[src/design/vsio_defines.svh]
`ifndef VSIO_DEFINES_SVH
`define VSIO_DEFINES_SVH

`define VSIO_PIX_W        10
`define VSIO_OE_PIX_BIT   4
`define VSIO_OE_SYNC_BIT  3
`define VSIO_CTRL_W       5
`define VSIO_HMODE_W      3
`define VSIO_CTRL_RESET   5'h00
`define VSIO_HMODE_RESET  3'h0

`endif

[src/design/vsio_pkg.sv]
package vsio_pkg;

  typedef enum logic {
    VSIO_FIELD_ODD_EVEN,
    VSIO_FIELD_VLOCK
  } vsio_field_mode_type;

  typedef enum logic {
    VSIO_LINE_PHASE,
    VSIO_LINE_HLOCK
  } vsio_line_mode_type;

endpackage : vsio_pkg

[src/design/vsio_strap_if.sv]
`include "vsio_defines.svh"

interface vsio_strap_if;
  logic                       strap_valid;
  logic [`VSIO_CTRL_W-1:0]    ctrl;
  logic [`VSIO_HMODE_W-1:0]   host_mode;

  modport capture (output strap_valid, output ctrl, output host_mode);
  modport use_side (input strap_valid, input ctrl, input host_mode);
endinterface : vsio_strap_if

[src/design/vsio_sync_outputs.sv]
`include "vsio_defines.svh"

// Notes on behaviour
// Active flag high during active line portion
// Active flag toggles through vertical blanking
// Active flag can be high-impedance
// Active pin sampled as input in reset
// Strap high: outputs driven after reset
// Strap low: outputs stay high-impedance
// Field flag: one odd, zero even
// Field flag: one when vertical locked
// Field, line, lock straps set host mode
// Line flag: one noninverted, zero inverted
// Line flag: one when horizontal locked
// Board pulls line pin for strap
// Straps captured only during reset
// Strap loads enable bits four, three
// Internal setting picks indicator functions
// Outputs registered on pixel clock
module vsio_sync_outputs #(
  parameter int PIX_W = `VSIO_PIX_W
) (
  input  wire logic             clock_in,          // Pixel clock, 100 MHz
  input  wire logic             rst_n_in,          // Sync reset, active low
  input  wire logic             h_active_in,       // Horizontal active time, pixel path
  input  wire logic             odd_field_in,      // Odd field marker
  input  wire logic             vlock_in,          // Vertical loop locked
  input  wire logic             line_noninv_in,    // PAL line not inverted
  input  wire logic             hlock_in,          // Horizontal loop locked
  input  wire logic             hsync_in,          // Horizontal sync from timing
  input  wire logic             vsync_in,          // Vertical sync from timing
  input  wire logic [PIX_W-1:0] luma_in,           // Luma sample
  input  wire logic [PIX_W-1:0] chroma_in,         // Chroma sample
  input  wire logic             field_lock_sel_in, // 1: field pin shows vertical lock
  input  wire logic             line_lock_sel_in,  // 1: line pin shows horizontal lock
  input  wire logic             active_video_flag_pin_in,       // Active-video pin level
  input  wire logic             fid_pin_in,        // Field pin level
  input  wire logic             pal_line_flag_pin_in,       // PAL-line pin level
  input  wire logic             genlock_out_pin_in,       // Lock-output pin level
  output logic                  active_video_flag_out, // Active-video pin data
  output logic                  active_video_oe_out,   // Active-video pin enable
  output logic                  field_id_flag_out,     // Field pin data
  output logic                  field_id_oe_out,       // Field pin enable
  output logic                  pal_line_flag_out,     // PAL-line pin data
  output logic                  pal_line_oe_out,       // PAL-line pin enable
  output logic                  hsync_out,             // Horizontal sync data
  output logic                  vsync_out,             // Vertical sync data
  output logic                  sync_oe_out,           // Sync pins enable
  output logic [PIX_W-1:0]      luma_out,              // Luma bus data
  output logic [PIX_W-1:0]      chroma_bus_out,        // Chroma bus data
  output logic                  pixel_oe_out,          // Luma and chroma enable
  output logic [`VSIO_HMODE_W-1:0] host_mode_out      // Strapped host mode
);

  // ------------------------------------------------------------------
  // Pin synchronisers
  // ------------------------------------------------------------------
  // Each strap pin is asynchronous to the pixel clock, so it crosses two
  // flops before the capture logic looks at it
  localparam int N_STRAP_PINS = 4;

  wire logic [N_STRAP_PINS-1:0] pin_raw;
  wire logic [N_STRAP_PINS-1:0] pin_sync;

  assign pin_raw = {genlock_out_pin_in, pal_line_flag_pin_in, fid_pin_in, active_video_flag_pin_in};

  for (genvar p = 0; p < N_STRAP_PINS; p++) begin : g_pin_sync
    logic stage_a;
    logic stage_b;

    always_ff @(posedge clock_in) begin
      stage_a <= pin_raw[p];
      stage_b <= stage_a;
    end

    assign pin_sync[p] = stage_b;
  end

  // ------------------------------------------------------------------
  // Strap capture
  // ------------------------------------------------------------------
  vsio_strap_if strap_bus ();

  vsio_strap_capture u_strap (
    .clock_in    (clock_in),
    .rst_n_in    (rst_n_in),
    .active_video_flag_pin_in (pin_sync[0]),
    .fid_pin_in  (pin_sync[1]),
    .pal_line_flag_pin_in (pin_sync[2]),
    .genlock_out_pin_in (pin_sync[3]),
    .strap       (strap_bus.capture)
  );

  // ------------------------------------------------------------------
  // Indicator selection
  // ------------------------------------------------------------------
  vsio_pkg::vsio_field_mode_type field_mode;
  vsio_pkg::vsio_line_mode_type  line_mode;
  wire logic next_field_flag;
  wire logic next_line_flag;
  wire logic drive_pix;
  wire logic drive_sync;

  assign field_mode = field_lock_sel_in ? vsio_pkg::VSIO_FIELD_VLOCK
                                        : vsio_pkg::VSIO_FIELD_ODD_EVEN;
  assign line_mode  = line_lock_sel_in ? vsio_pkg::VSIO_LINE_HLOCK
                                       : vsio_pkg::VSIO_LINE_PHASE;
  assign next_field_flag = (field_mode == vsio_pkg::VSIO_FIELD_VLOCK) ? vlock_in
                                                                       : odd_field_in;
  assign next_line_flag  = (line_mode == vsio_pkg::VSIO_LINE_HLOCK) ? hlock_in
                                                                     : line_noninv_in;

  // ------------------------------------------------------------------
  // Enable decode
  // ------------------------------------------------------------------
  // Enables wait for strap_valid so the first edge after release still
  // leaves the pins floating while the captured straps settle
  assign drive_pix  = rst_n_in && strap_bus.strap_valid && strap_bus.ctrl[`VSIO_OE_PIX_BIT];
  assign drive_sync = rst_n_in && strap_bus.strap_valid && strap_bus.ctrl[`VSIO_OE_SYNC_BIT];

  // ------------------------------------------------------------------
  // Output registers
  // ------------------------------------------------------------------
  // Active flag follows the active time line by line, vertical
  // blanking included, so the far side can gate every line
  always_ff @(posedge clock_in) begin
    if (!rst_n_in) begin
      active_video_flag_out <= 1'b0;
    end else begin
      active_video_flag_out <= h_active_in;
    end
  end

  // Field and line indicators carry whichever function is selected
  always_ff @(posedge clock_in) begin
    if (!rst_n_in) begin
      field_id_flag_out <= 1'b0;
      pal_line_flag_out <= 1'b0;
    end else begin
      field_id_flag_out <= next_field_flag;
      pal_line_flag_out <= next_line_flag;
    end
  end

  // ------------------------------------------------------------------
  // Sync and sample registers
  // ------------------------------------------------------------------
  // Syncs share the pipeline stage of the samples they frame
  always_ff @(posedge clock_in) begin
    if (!rst_n_in) begin
      hsync_out <= 1'b0;
      vsync_out <= 1'b0;
    end else begin
      hsync_out <= hsync_in;
      vsync_out <= vsync_in;
    end
  end

  always_ff @(posedge clock_in) begin
    if (!rst_n_in) begin
      luma_out       <= '0;
      chroma_bus_out <= '0;
    end else begin
      luma_out       <= luma_in;
      chroma_bus_out <= chroma_in;
    end
  end

  // ------------------------------------------------------------------
  // Pin enables
  // ------------------------------------------------------------------
  // Enables stay low through reset so the strap pins float as inputs
  always_ff @(posedge clock_in) begin
    if (!rst_n_in) begin
      active_video_oe_out <= 1'b0;
      field_id_oe_out     <= 1'b0;
      pal_line_oe_out     <= 1'b0;
      sync_oe_out         <= 1'b0;
    end else begin
      active_video_oe_out <= drive_sync;
      field_id_oe_out     <= drive_sync;
      pal_line_oe_out     <= drive_sync;
      sync_oe_out         <= drive_sync;
    end
  end

  always_ff @(posedge clock_in) begin
    if (!rst_n_in) begin
      pixel_oe_out <= 1'b0;
    end else begin
      pixel_oe_out <= drive_pix;
    end
  end

  // ------------------------------------------------------------------
  // Host mode
  // ------------------------------------------------------------------
  // The strapped mode is frozen at release and held for the host port
  always_ff @(posedge clock_in) begin
    if (!rst_n_in) begin
      host_mode_out <= `VSIO_HMODE_RESET;
    end else begin
      host_mode_out <= strap_bus.host_mode;
    end
  end

  // ------------------------------------------------------------------
  // Checks
  // ------------------------------------------------------------------
  active_follow_a: assert property (@(posedge clock_in) disable iff (!rst_n_in)
    $past(rst_n_in) |-> active_video_flag_out == $past(h_active_in))
    else $error("active flag not following active time");

  field_sel_a: assert property (@(posedge clock_in) disable iff (!rst_n_in)
    $past(rst_n_in) && $past(field_lock_sel_in) |-> field_id_flag_out == $past(vlock_in))
    else $error("field flag not showing vertical lock");

  field_odd_a: assert property (@(posedge clock_in) disable iff (!rst_n_in)
    $past(rst_n_in) && !$past(field_lock_sel_in) |-> field_id_flag_out == $past(odd_field_in))
    else $error("field flag not showing odd field");

  line_sel_a: assert property (@(posedge clock_in) disable iff (!rst_n_in)
    $past(rst_n_in) && $past(line_lock_sel_in) |-> pal_line_flag_out == $past(hlock_in))
    else $error("line flag not showing horizontal lock");

  line_phase_a: assert property (@(posedge clock_in) disable iff (!rst_n_in)
    $past(rst_n_in) && !$past(line_lock_sel_in) |-> pal_line_flag_out == $past(line_noninv_in))
    else $error("line flag not showing line phase");

  reset_float_a: assert property (@(posedge clock_in)
    !rst_n_in |=> !active_video_oe_out && !field_id_oe_out && !pal_line_oe_out &&
      !pixel_oe_out && !sync_oe_out)
    else $error("pins driven during reset");

  oe_strap_a: assert property (@(posedge clock_in) disable iff (!rst_n_in)
    $past(rst_n_in, 2) && $past(rst_n_in) |->
      active_video_oe_out == strap_bus.ctrl[`VSIO_OE_SYNC_BIT] &&
      pixel_oe_out == strap_bus.ctrl[`VSIO_OE_PIX_BIT])
    else $error("enable does not match strap");

  oe_same_a: assert property (@(posedge clock_in) disable iff (!rst_n_in)
    sync_oe_out == active_video_oe_out && field_id_oe_out == pal_line_oe_out &&
    field_id_oe_out == sync_oe_out)
    else $error("indicator enables disagree");

  // ------------------------------------------------------------------
  // Checks on the flag, sync and sample paths
  // ------------------------------------------------------------------
  // Gating on the past reset skips the first edge after release, where
  // the outputs still hold their reset values
  blank_toggle_a: assert property (@(posedge clock_in) disable iff (!rst_n_in)
    $past(rst_n_in) && $past(vsync_in) |-> active_video_flag_out == $past(h_active_in))
    else $error("active flag held during vertical blanking");

  flag_idle_a: assert property (@(posedge clock_in) disable iff (!rst_n_in)
    $past(rst_n_in) && !$past(h_active_in) |-> !active_video_flag_out)
    else $error("active flag high outside active time");

  sync_follow_a: assert property (@(posedge clock_in) disable iff (!rst_n_in)
    $past(rst_n_in) |-> hsync_out == $past(hsync_in) && vsync_out == $past(vsync_in))
    else $error("sync outputs out of step");

  pixel_follow_a: assert property (@(posedge clock_in) disable iff (!rst_n_in)
    $past(rst_n_in) |-> luma_out == $past(luma_in) && chroma_bus_out == $past(chroma_in))
    else $error("sample outputs out of step");

  flag_reset_a: assert property (@(posedge clock_in)
    !rst_n_in |=> !active_video_flag_out && !field_id_flag_out && !pal_line_flag_out &&
      !hsync_out && !vsync_out)
    else $error("indicators not cleared in reset");

  // ------------------------------------------------------------------
  // Checks on enables and straps
  // ------------------------------------------------------------------
  release_float_a: assert property (@(posedge clock_in)
    rst_n_in && !$past(rst_n_in) |=> !sync_oe_out && !pixel_oe_out)
    else $error("pins driven on first edge after reset");

  sync_float_a: assert property (@(posedge clock_in) disable iff (!rst_n_in)
    $past(rst_n_in, 2) && $past(rst_n_in) && !strap_bus.ctrl[`VSIO_OE_SYNC_BIT] |->
      !sync_oe_out && !active_video_oe_out && !field_id_oe_out && !pal_line_oe_out)
    else $error("sync pins driven with strap low");

  pix_float_a: assert property (@(posedge clock_in) disable iff (!rst_n_in)
    $past(rst_n_in, 2) && $past(rst_n_in) && !strap_bus.ctrl[`VSIO_OE_PIX_BIT] |-> !pixel_oe_out)
    else $error("sample bus driven with strap low");

  sync_drive_a: assert property (@(posedge clock_in) disable iff (!rst_n_in)
    $past(rst_n_in, 2) && $past(rst_n_in) && strap_bus.ctrl[`VSIO_OE_SYNC_BIT] |->
      sync_oe_out && field_id_oe_out && pal_line_oe_out)
    else $error("sync pins floating with strap high");

  pix_drive_a: assert property (@(posedge clock_in) disable iff (!rst_n_in)
    $past(rst_n_in, 2) && $past(rst_n_in) && strap_bus.ctrl[`VSIO_OE_PIX_BIT] |-> pixel_oe_out)
    else $error("sample bus floating with strap high");

  host_strap_a: assert property (@(posedge clock_in) disable iff (!rst_n_in)
    $past(rst_n_in) |-> host_mode_out == $past(strap_bus.host_mode))
    else $error("host mode not taken from straps");

  host_hold_a: assert property (@(posedge clock_in) disable iff (!rst_n_in)
    $past(rst_n_in, 2) && $past(rst_n_in) |-> $stable(host_mode_out))
    else $error("host mode changed after reset");

endmodule : vsio_sync_outputs

[src/design/vsio_strap_capture.sv]
`include "vsio_defines.svh"

module vsio_strap_capture (
  input  wire logic        clock_in,     // Pixel clock
  input  wire logic        rst_n_in,     // Sync reset, active low
  input  wire logic        active_video_flag_pin_in,  // Synchronised active-video pin level
  input  wire logic        fid_pin_in,   // Synchronised field pin level
  input  wire logic        pal_line_flag_pin_in,  // Synchronised PAL-line pin level
  input  wire logic        genlock_out_pin_in,  // Synchronised lock-output pin level
  vsio_strap_if.capture    strap         // Captured straps
);

  // ------------------------------------------------------------------
  // Capture while reset is held, freeze after release
  // ------------------------------------------------------------------
  logic [`VSIO_CTRL_W-1:0]  next_ctrl;
  logic [`VSIO_HMODE_W-1:0] next_host_mode;

  always_comb begin
    next_ctrl = `VSIO_CTRL_RESET;
    next_ctrl[`VSIO_OE_PIX_BIT]  = active_video_flag_pin_in;
    next_ctrl[`VSIO_OE_SYNC_BIT] = active_video_flag_pin_in;
  end

  assign next_host_mode = {genlock_out_pin_in, pal_line_flag_pin_in, fid_pin_in};

  always_ff @(posedge clock_in) begin
    if (!rst_n_in) begin
      strap.ctrl        <= next_ctrl;
      strap.host_mode   <= next_host_mode;
      strap.strap_valid <= 1'b0;
    end else begin
      strap.strap_valid <= 1'b1;
    end
  end

  strap_hold_a: assert property (@(posedge clock_in)
    rst_n_in && $past(rst_n_in) |-> $stable(strap.host_mode) && $stable(strap.ctrl))
    else $error("strap changed after reset");

endmodule : vsio_strap_capture

[config.mk]
export PLATFORM = sky130hd
export DESIGN_NAME = vsio_sync_outputs
export DESIGN_NICKNAME = d
export VERILOG_FILES = /design/src/design/vsio_pkg.sv /design/src/design/vsio_strap_if.sv /design/src/design/vsio_sync_outputs.sv /design/src/design/vsio_strap_capture.sv
export VERILOG_INCLUDE_DIRS = /design/src /design/src/design
export SDC_FILE = /design/constraint.sdc
export NUM_CORES = 1
export LEC_CHECK = 0
export ABC_AREA = 1
export BUFFER_PORTS_ARGS = -buffer_cell sky130_fd_sc_hd__buf_2
export CORE_UTILIZATION = 42
export DETAILED_ROUTE_END_ITERATION = 16
export PLACE_DENSITY = 0.73
export SLEW_MARGIN = 20
export SYNTH_ARGS = -nofsm -noshare
export SYNTH_HDL_FRONTEND = slang
export SYNTH_HIERARCHICAL = 1
export SYNTH_SLANG_ARGS = --single-unit
[constraint.sdc]
create_clock -name clock_in -period 0.9 [get_ports clock_in]
set_input_delay 0.09 -clock clock_in [delete_from_list [all_inputs] [get_ports clock_in]]
set_output_delay 0.09 -clock clock_in [all_outputs]
set_load 0.01 [all_outputs]
==> flow_summary.yaml, run 1 <==
cells_and_area:
  syn_to_final_growth_pct: 68.2
  fin_area_um2: 2010
  finalCoreUtilization: 0.778
  nets: 250
  drive_gt1_frac: 0.421
  antenna_cells: 0
sta:
  setup_ws_ns: -0.0110
  fin_skew_ns: 0.00659
  timing_worst_slew_pin_value_ns: 0.154
  fmax_mhz: 1100
  rsz0062_at_grt: "true"
  maxSlewHeadroom: 0.897
  period_share: 1.01
  setup_viol: 4
  final-max-slew-violation-count: 0
  fin_crit_ns: 0.911
  holdWs_ns: 0.0557
  hold_violations: 0
hold_path:
  hold_end: "pal_line_flag_out$_SDFF_PN0_"
  min_from: "hlock_in"
  min_path_cells: 5
  hp-class: "input port to flip-flop"
drt:
  vias: 1010
  firstDrtPassIters: 4
  drc: 0
  dr_wl_met2_um: 1460
  via_per_inst: 4.11
  ant_nets: 0
  drt_wl_total_um: 2780
  detail_route.wl_per_cell_um: 11.3
  maxUsedRoutingLayer: "met4"
  drt-met1-wl_um: 1050
  drt_iter0_drc: 14
  wl_met3_um: 242
grt:
  track_usage: 0.183
  grt_max_degree: 18
  grt_antenna_before_repair: 0
  grt.overflow.total: 0
  grt_pass1_vias: 1021
  grt_pass1_wl_um: 4220
placement:
  dpl.hpwl_um: 1460
  port_buffers: 67
  post_dp_cell_area_um2: 1540
  gp_congestion: 0.671
worst_setup_path:
  worstSetupPathType: "flip-flop to primary output"
  cp_cell_sequence: "buf_2"
  worst-r2r-setup-slack_ns: 0.22
  r2r_end: "sync_oe_out$_SDFF_PN0_"
  path_depth: 1
  r2r_start: "u_strap/strap.ctrl[3]$_DFFE_PN_"
  cp.buffers_inverters: 1
  end_kind: "primary output"
  cpPeakStageDelay_ns: 0.36
  arrival_ns: 0.82
  crit_required_ns: 0.81
  crit_slowest_cell: "dfxtp_2"
  startpoint_type: "flip-flop"
  ff2ff_path_depth: 1
  cp_top_family: "flip-flops"
  path_max_fanout: 4
floorplan:
  coreArea_um2: 2590
  dieArea_um2: 3070
  die_height_um: 55.4
  rows: 18
  ios: 68
  start_util: 0.462
  die_x_um: 55.4
run_status:
  status: "complete, but fails checks"
  violations: "negative setup slack"
power_and_ir_drop:
  p_clk_frac: 0.253
  cellPowerDensity_nw_per_um2: 1670
  switching_power_mw: 0.765
  power_frac_comb: 0.128
  p_int_mw: 2.59
  p_leak_nw: 1.15
  p_seq_frac: 0.619
  switching_share: 0.228
  peakVddDrop_v: 0.00139
synth:
  ys_warn_count: 6
  netlist_area_um2: 1200
  synth_fp_nets: 150
  synth_area_per_cell_um2: 10.4
  netlist_instances: 115
cts:
  htree_levels: 2
  cts_made_buffers: 5
  path_clk_slew_ns: 0.11
  clk_latency_ns: 0.33
  cts_sinks: 43
  cts_max_path_buffers: 2
  cts_setup_buffers: 0
  cts_tree: "yes"
  root_buffer: "clkbuf_4"
flow_run:
  drv_cap: 0
==> metal layers <==
layer  GRT usage  up-vias
met5           0        -
met4      0.0643        0
met3      0.0843        4
met2       0.341       54
met1       0.174      436
li1            -      516
==> repair_timing <==
action	in CTS	in global routing
pin swaps	0	0
hold endpoints to repair	29	0
setup endpoints to repair	6	33
gates resized for setup	5	26
hold buffers	31	0
==> cell usage in the layout (no fill, tap or decap), drive strengths merged <==
cell	n
inv	29
dfxtp	39
buf	69
dlygate4sd3	31
edfxtp	4
clkinvlp	1
clkinv	2
and3	2
nand2	30
clkbuf	5
nor2	4
==> worst max path at each step <==
| stage | end | start |
|---|---|---|
| after floorplan | pixel_oe_out$_SDFF_PN0_ | u_strap/strap.ctrl[3]$_DFFE_PN_ |
| after global placement | pixel_oe_out$_SDFF_PN0_ | rst_n_in |
| after detailed placement | pixel_oe_out$_SDFF_PN0_ | rst_n_in |
| after CTS | active_video_oe_out | sync_oe_out$_SDFF_PN0_ |
| after global routing | active_video_oe_out | sync_oe_out$_SDFF_PN0_ |
| final | active_video_oe_out | sync_oe_out$_SDFF_PN0_ |
==> metrics by stage <==
step	power (mW)	std cells	setup TNS [ns]	worst slack, ns
after floorplan	2.23	115	0	0.149
after global placement	2.37	207	0	0.234
after detailed placement	2.38	207	0	0.209
after CTS	3.33	246	-0.121	-0.0326
after global routing	3.53	246	-0.797	-0.0685
final	3.36	246	-0.0372	-0.0110
==> area by class of cell <==
type | instances | area [um^2]
Timing Repair Buffer | 100 | 754
Fill cell | 170 | 576
Inverter | 29 | 109
Clock buffer | 5 | 37.5
Tap cell | 30 | 37.5
Clock inverter | 3 | 15.0
Multi-Input combinational cell | 36 | 140
Sequential cell | 43 | 921
==> flip-flops by register name, summed over array words and instances (netlist names) <==
signal	cells
pixel_oe_out	1
host_mode_out	3
field_id_flag_out	1
chroma_bus_out	10
u_strap/strap.ctrl	1
vsync_out	1
u_strap/strap.host_mode	3
sync_oe_out	1
u_strap/strap.strap_valid	1
active_video_flag_out	1
hsync_out	1
g_pin_sync.stage_b	4
pal_line_flag_out	1
g_pin_sync.stage_a	4
luma_out	10
==> power by group through the flow <==
stage | clock network [mW] | logic [mW] | registers [mW]
finish | 0.848 | 0.429 | 2.08
global route | 0.977 | 0.467 | 2.09
CTS | 0.880 | 0.384 | 2.06
detailed placement | 0 | 0.277 | 2.10
global placement | 0 | 0.267 | 2.10
floorplan | 0 | 0.0852 | 2.14
(Power assumes the default switching activity.)
==> run 2: changes to the inputs <==
PLACE_DENSITY = 0.76   (was 0.73)
==> flow_summary.yaml, run 2 (synthesized netlist as in run 1, its figures left out) <==
sta:
  fin_skew_ns: 0.00859
  setup_viol: 5
  period_share: 1.03
  setup_ws_ns: -0.0256
  fin_crit_ns: 0.926
  holdWs_ns: 0.0405
  maxSlewHeadroom: 0.903
  fmax_mhz: 1080
  final-max-slew-violation-count: 0
  rsz0062_at_grt: "true"
  hold_violations: 0
  timing_worst_slew_pin_value_ns: 0.146
  finalSetupTns_ns: -0.104
cts:
  path_clk_slew_ns: 0.12
  clk_latency_ns: 0.34
  cts_tree: "yes"
  cts_sinks: 43
  htree_levels: 2
  cts_setup_buffers: 0
  cts_max_path_buffers: 2
  root_buffer: "clkbuf_4"
  cts_made_buffers: 5
placement:
  gp_congestion: 0.666
  dpl.hpwl_um: 1430
  port_buffers: 67
  post_dp_cell_area_um2: 1540
  dpl_worst_slack_ns: 0.226
floorplan:
  die_height_um: 55.4
  rows: 18
  die_x_um: 55.4
  dieArea_um2: 3070
  ios: 68
  start_util: 0.462
  coreArea_um2: 2590
worst_setup_path:
  critical_path.startpoint: "sync_oe_out$_SDFF_PN0_"
  crit_slowest_cell: "dfxtp_2"
  path_max_fanout: 4
  cp.buffers_inverters: 1
  startpoint_type: "flip-flop"
  arrival_ns: 0.84
  r2r_start: "u_strap/strap.ctrl[3]$_DFFE_PN_"
  cpPeakStageDelay_ns: 0.36
  r2r_end: "sync_oe_out$_SDFF_PN0_"
  end_kind: "primary output"
  ff2ff_path_depth: 1
  worst-r2r-setup-slack_ns: 0.21
  cp_top_family: "flip-flops"
  cp_cell_sequence: "buf_2"
  worstSetupPathType: "flip-flop to primary output"
  crit_required_ns: 0.81
drt:
  detail_route.wl_per_cell_um: 10.7
  vias: 998
  drt_wl_total_um: 2640
  firstDrtPassIters: 4
  drc: 0
  drt_iter0_drc: 16
  ant_nets: 0
  via_per_inst: 4.06
cells_and_area:
  fin_area_um2: 2050
  top_regs: "chroma_bus_out: 10 flops, luma_out: 10 flops"
  filler_cell_count: 148
  layout_common_cells: "buf_2 (48), dlygate4sd3_1 (31), nand2_1 (30)"
  nets: 250
  drive_gt1_frac: 0.444
  final_common_cell: "buf_2"
  syn_to_final_growth_pct: 71.6
  antenna_cells: 0
hold_path:
  hp-class: "input port to flip-flop"
  hold_end: "pal_line_flag_out$_SDFF_PN0_"
  min_path_cells: 5
  min_from: "hlock_in"
power_and_ir_drop:
  cellPowerDensity_nw_per_um2: 1690
  p_total_mw: 3.46
  p_leak_nw: 1.17
  peakVddDrop_v: 0.00149
run_status:
  status: "complete, but fails checks"
  violations: "negative setup slack"
grt:
  grt_max_degree: 17
  grt_antenna_before_repair: 0
  grt.overflow.total: 0
  grt_pass1_vias: 1036
  track_usage: 0.184
  grt_pass1_wl_um: 4190
flow_run:
  drv_cap: 0
[run 2: cell types whose count changed in the layout (fill, tap and decap cells not counted), sizes merged]
cell,delta
clkbuf,+1
clkinv,-1
[run 2: worst max path at each step]
stage | to | depth (start not counted)
final | field_id_oe_out | 1
after global routing | field_id_oe_out | 1
after CTS | field_id_oe_out | 1
after detailed placement | sync_oe_out$_SDFF_PN0_ | 3
after global placement | pixel_oe_out$_SDFF_PN0_ | 3
after floorplan | pixel_oe_out$_SDFF_PN0_ | 2
[run 2: repair_timing]
action                                  4_1_cts  5_1_grt
gates resized for setup                       7       32
hold endpoints to repair                     29        0
endpoints found under the setup margin       17       32
pin swaps                                     0        0
hold buffers                                 31        0
gates cloned                                  0        0
[run 2: layout make-up]
cell class	count	area [um^2]	share of cell area
timing repair buffer	100	779	0.379
clock buffer	6	51.3	0.0250
tap	30	37.5	0.0183
clock inverter	2	11.3	0.00548
inverter	29	109	0.0530
multi-input combinational	36	140	0.0682
sequential	43	926	0.451
[run 2: per-layer routing]
metal	GRT usage	wire length [um]	vias to the layer above
met4	0.0821	42	0
met1	0.157	892	423
met3	0.0843	250	5
li1	-	-	516
met5	0	0	-
met2	0.356	1450	54
[run 2: stage by stage]
stage | cells | utilization
after global routing | 246 | 0.793
after global placement | 207 | 0.594
after detailed placement | 207 | 0.594
final | 246 | 0.793
after CTS | 246 | 0.747
after floorplan | 115 | -
[run 2: power by group]
part / switching (mW) / internal [mW] / leakage (nW) / total, mW
Sequential: 0.0368 / 2.04 / 0.370 / 2.08
Combinational: 0.164 / 0.270 / 0.764 / 0.434
Clock: 0.576 / 0.372 / 0.0319 / 0.947
Total: 0.776 / 2.69 / 1.17 / 3.46
==> run 3: changes to the inputs <==
CELL_PAD_IN_SITES_DETAIL_PLACEMENT = 0   (was unset)
CELL_PAD_IN_SITES_GLOBAL_PLACEMENT = 1   (was unset)
CORE_UTILIZATION = 30   (was 42)
PLACE_DENSITY = unset   (was 0.76)
PLACE_DENSITY_LB_ADDON = 0.1   (was unset)
==> flow_summary.yaml, run 3 (synthesized netlist as in run 1, its figures left out) <==
run_status:
  status: "completed"
floorplan:
  start_util: 0.320
  dieArea_um2: 4250
  coreArea_um2: 3740
  die_x_um: 65.2
  rows: 22
  die_height_um: 65.2
  ios: 68
power_and_ir_drop:
  p_total_mw: 3.84
  peakVddDrop_v: 0.00114
  p_leak_nw: 1.14
  cellPowerDensity_nw_per_um2: 1990
worst_setup_path:
  cp_cell_sequence: "buf_2"
  startpoint_type: "flip-flop"
  end_kind: "primary output"
  arrival_ns: 0.76
  cpPeakStageDelay_ns: 0.35
  path_max_fanout: 4
  cp.buffers_inverters: 1
  crit_slowest_cell: "dfxtp_2"
  crit_required_ns: 0.81
  worstSetupPathType: "flip-flop to primary output"
  cp_top_family: "flip-flops"
  worst-r2r-setup-slack_ns: 0.22
sta:
  final-max-slew-violation-count: 0
  maxSlewHeadroom: 0.801
  setup_ws_ns: 0.0454
  finalSetupTns_ns: 0
  period_share: 0.950
  fin_crit_ns: 0.855
  setup_viol: 0
  fmax_mhz: 1170
  timing_worst_slew_pin_value_ns: 0.298
  hold_violations: 0
  holdWs_ns: 0.0281
  rsz0062_at_grt: "true"
  fin_skew_ns: 0.00523
drt:
  ant_nets: 0
  drt_iter0_drc: 38
  drc: 0
  drt_wl_total_um: 2330
  vias: 947
  detail_route.wl_per_cell_um: 9.00
  firstDrtPassIters: 4
  via_per_inst: 3.66
cells_and_area:
  nets: 245
  drive_gt1_frac: 0.355
  syn_to_final_growth_pct: 61.2
  antenna_cells: 0
  instances_no_fill: 259
  final_common_cell: "buf_2"
  finalCoreUtilization: 0.516
  fin_area_um2: 1930
  layout_common_cells: "buf_2 (67), dfxtp_1 (38), nand2_1 (30)"
  top_regs: "chroma_bus_out: 10 flops, luma_out: 10 flops"
cts:
  cts_sinks: 43
  htree_levels: 2
  clk_latency_ns: 0.29
  path_clk_slew_ns: 0.07
  cts_setup_buffers: 0
  cts_tree: "yes"
  cts_made_buffers: 5
  cts_max_path_buffers: 2
  root_buffer: "clkbuf_8"
grt:
  grt.overflow.total: 0
  grt_pass1_vias: 881
  grt_antenna_before_repair: 0
  track_usage: 0.118
  grt_max_degree: 20
  grt_pass1_wl_um: 3510
hold_path:
  hp-class: "input port to flip-flop"
placement:
  gp_congestion: 0.597
  dp_cells: 224
  dpl_worst_slack_ns: 0.0329
  dpl.hpwl_um: 1410
  post_dp_cell_area_um2: 1550
  port_buffers: 67
flow_run:
  drv_cap: 0
==> run 3: cell types whose count changed in the layout (fill, tap and decap cells not counted), moves of 5 or more <==
cell	delta
buf_2	+19
clkbuf_4	-5
dfxtp_1	+19
dfxtp_2	-19
buf_6	-19
==> run 3: area by class of cell <==
class / count / area, um^2
clock buffers: 7 / 76.3
clock inverters: 1 / 30.0
fillers: 379 / 1810
inverters: 29 / 109
multi-input cells: 36 / 140
flip-flops and latches: 43 / 902
well taps: 48 / 60.1
repair buffers: 95 / 613
==> run 3: timing repair <==
action | 4_1_cts | 5_1_grt
setup endpoints to repair | 4 | 1
gates cloned | 0 | 0
hold buffers | 27 | 0
hold endpoints to repair | 27 | 0
gates resized for setup | 1 | 0
==> run 3: power by group <==
group | switching, mW | total [mW] | internal (mW)
Sequential | 0.0230 | 2.06 | 2.03
Combinational | 0.156 | 0.362 | 0.206
Clock | 0.594 | 1.42 | 0.829
Total | 0.773 | 3.84 | 3.07
==> run 3: final timing paths <==
check,startpoint,endpoint,depth (start not counted)
worst min register to register,g_pin_sync[1].stage_a$_DFF_P_,g_pin_sync[1].stage_b$_DFF_P_,0
worst max register to register,u_strap/strap.ctrl[3]$_DFFE_PN_,pixel_oe_out$_SDFF_PN0_,1
worst min-delay path,line_noninv_in,pal_line_flag_out$_SDFF_PN0_,3
worst max-delay path,sync_oe_out$_SDFF_PN0_,sync_oe_out,1
==> run 3: tightest hold or removal path: stages <==
cell and delay, ns:
buf_2 0.08, nor2_1 0.03, nor2_1 0.08
==> run 3: routing by layer <==
layer,part of all wire,GRT usage,vias to the layer above
met3,0.088,0.0590,6
met5,0,0,-
li1,-,-,504
met2,0.48,0.200,44
met4,0.024,0.0815,0
met1,0.41,0.109,393
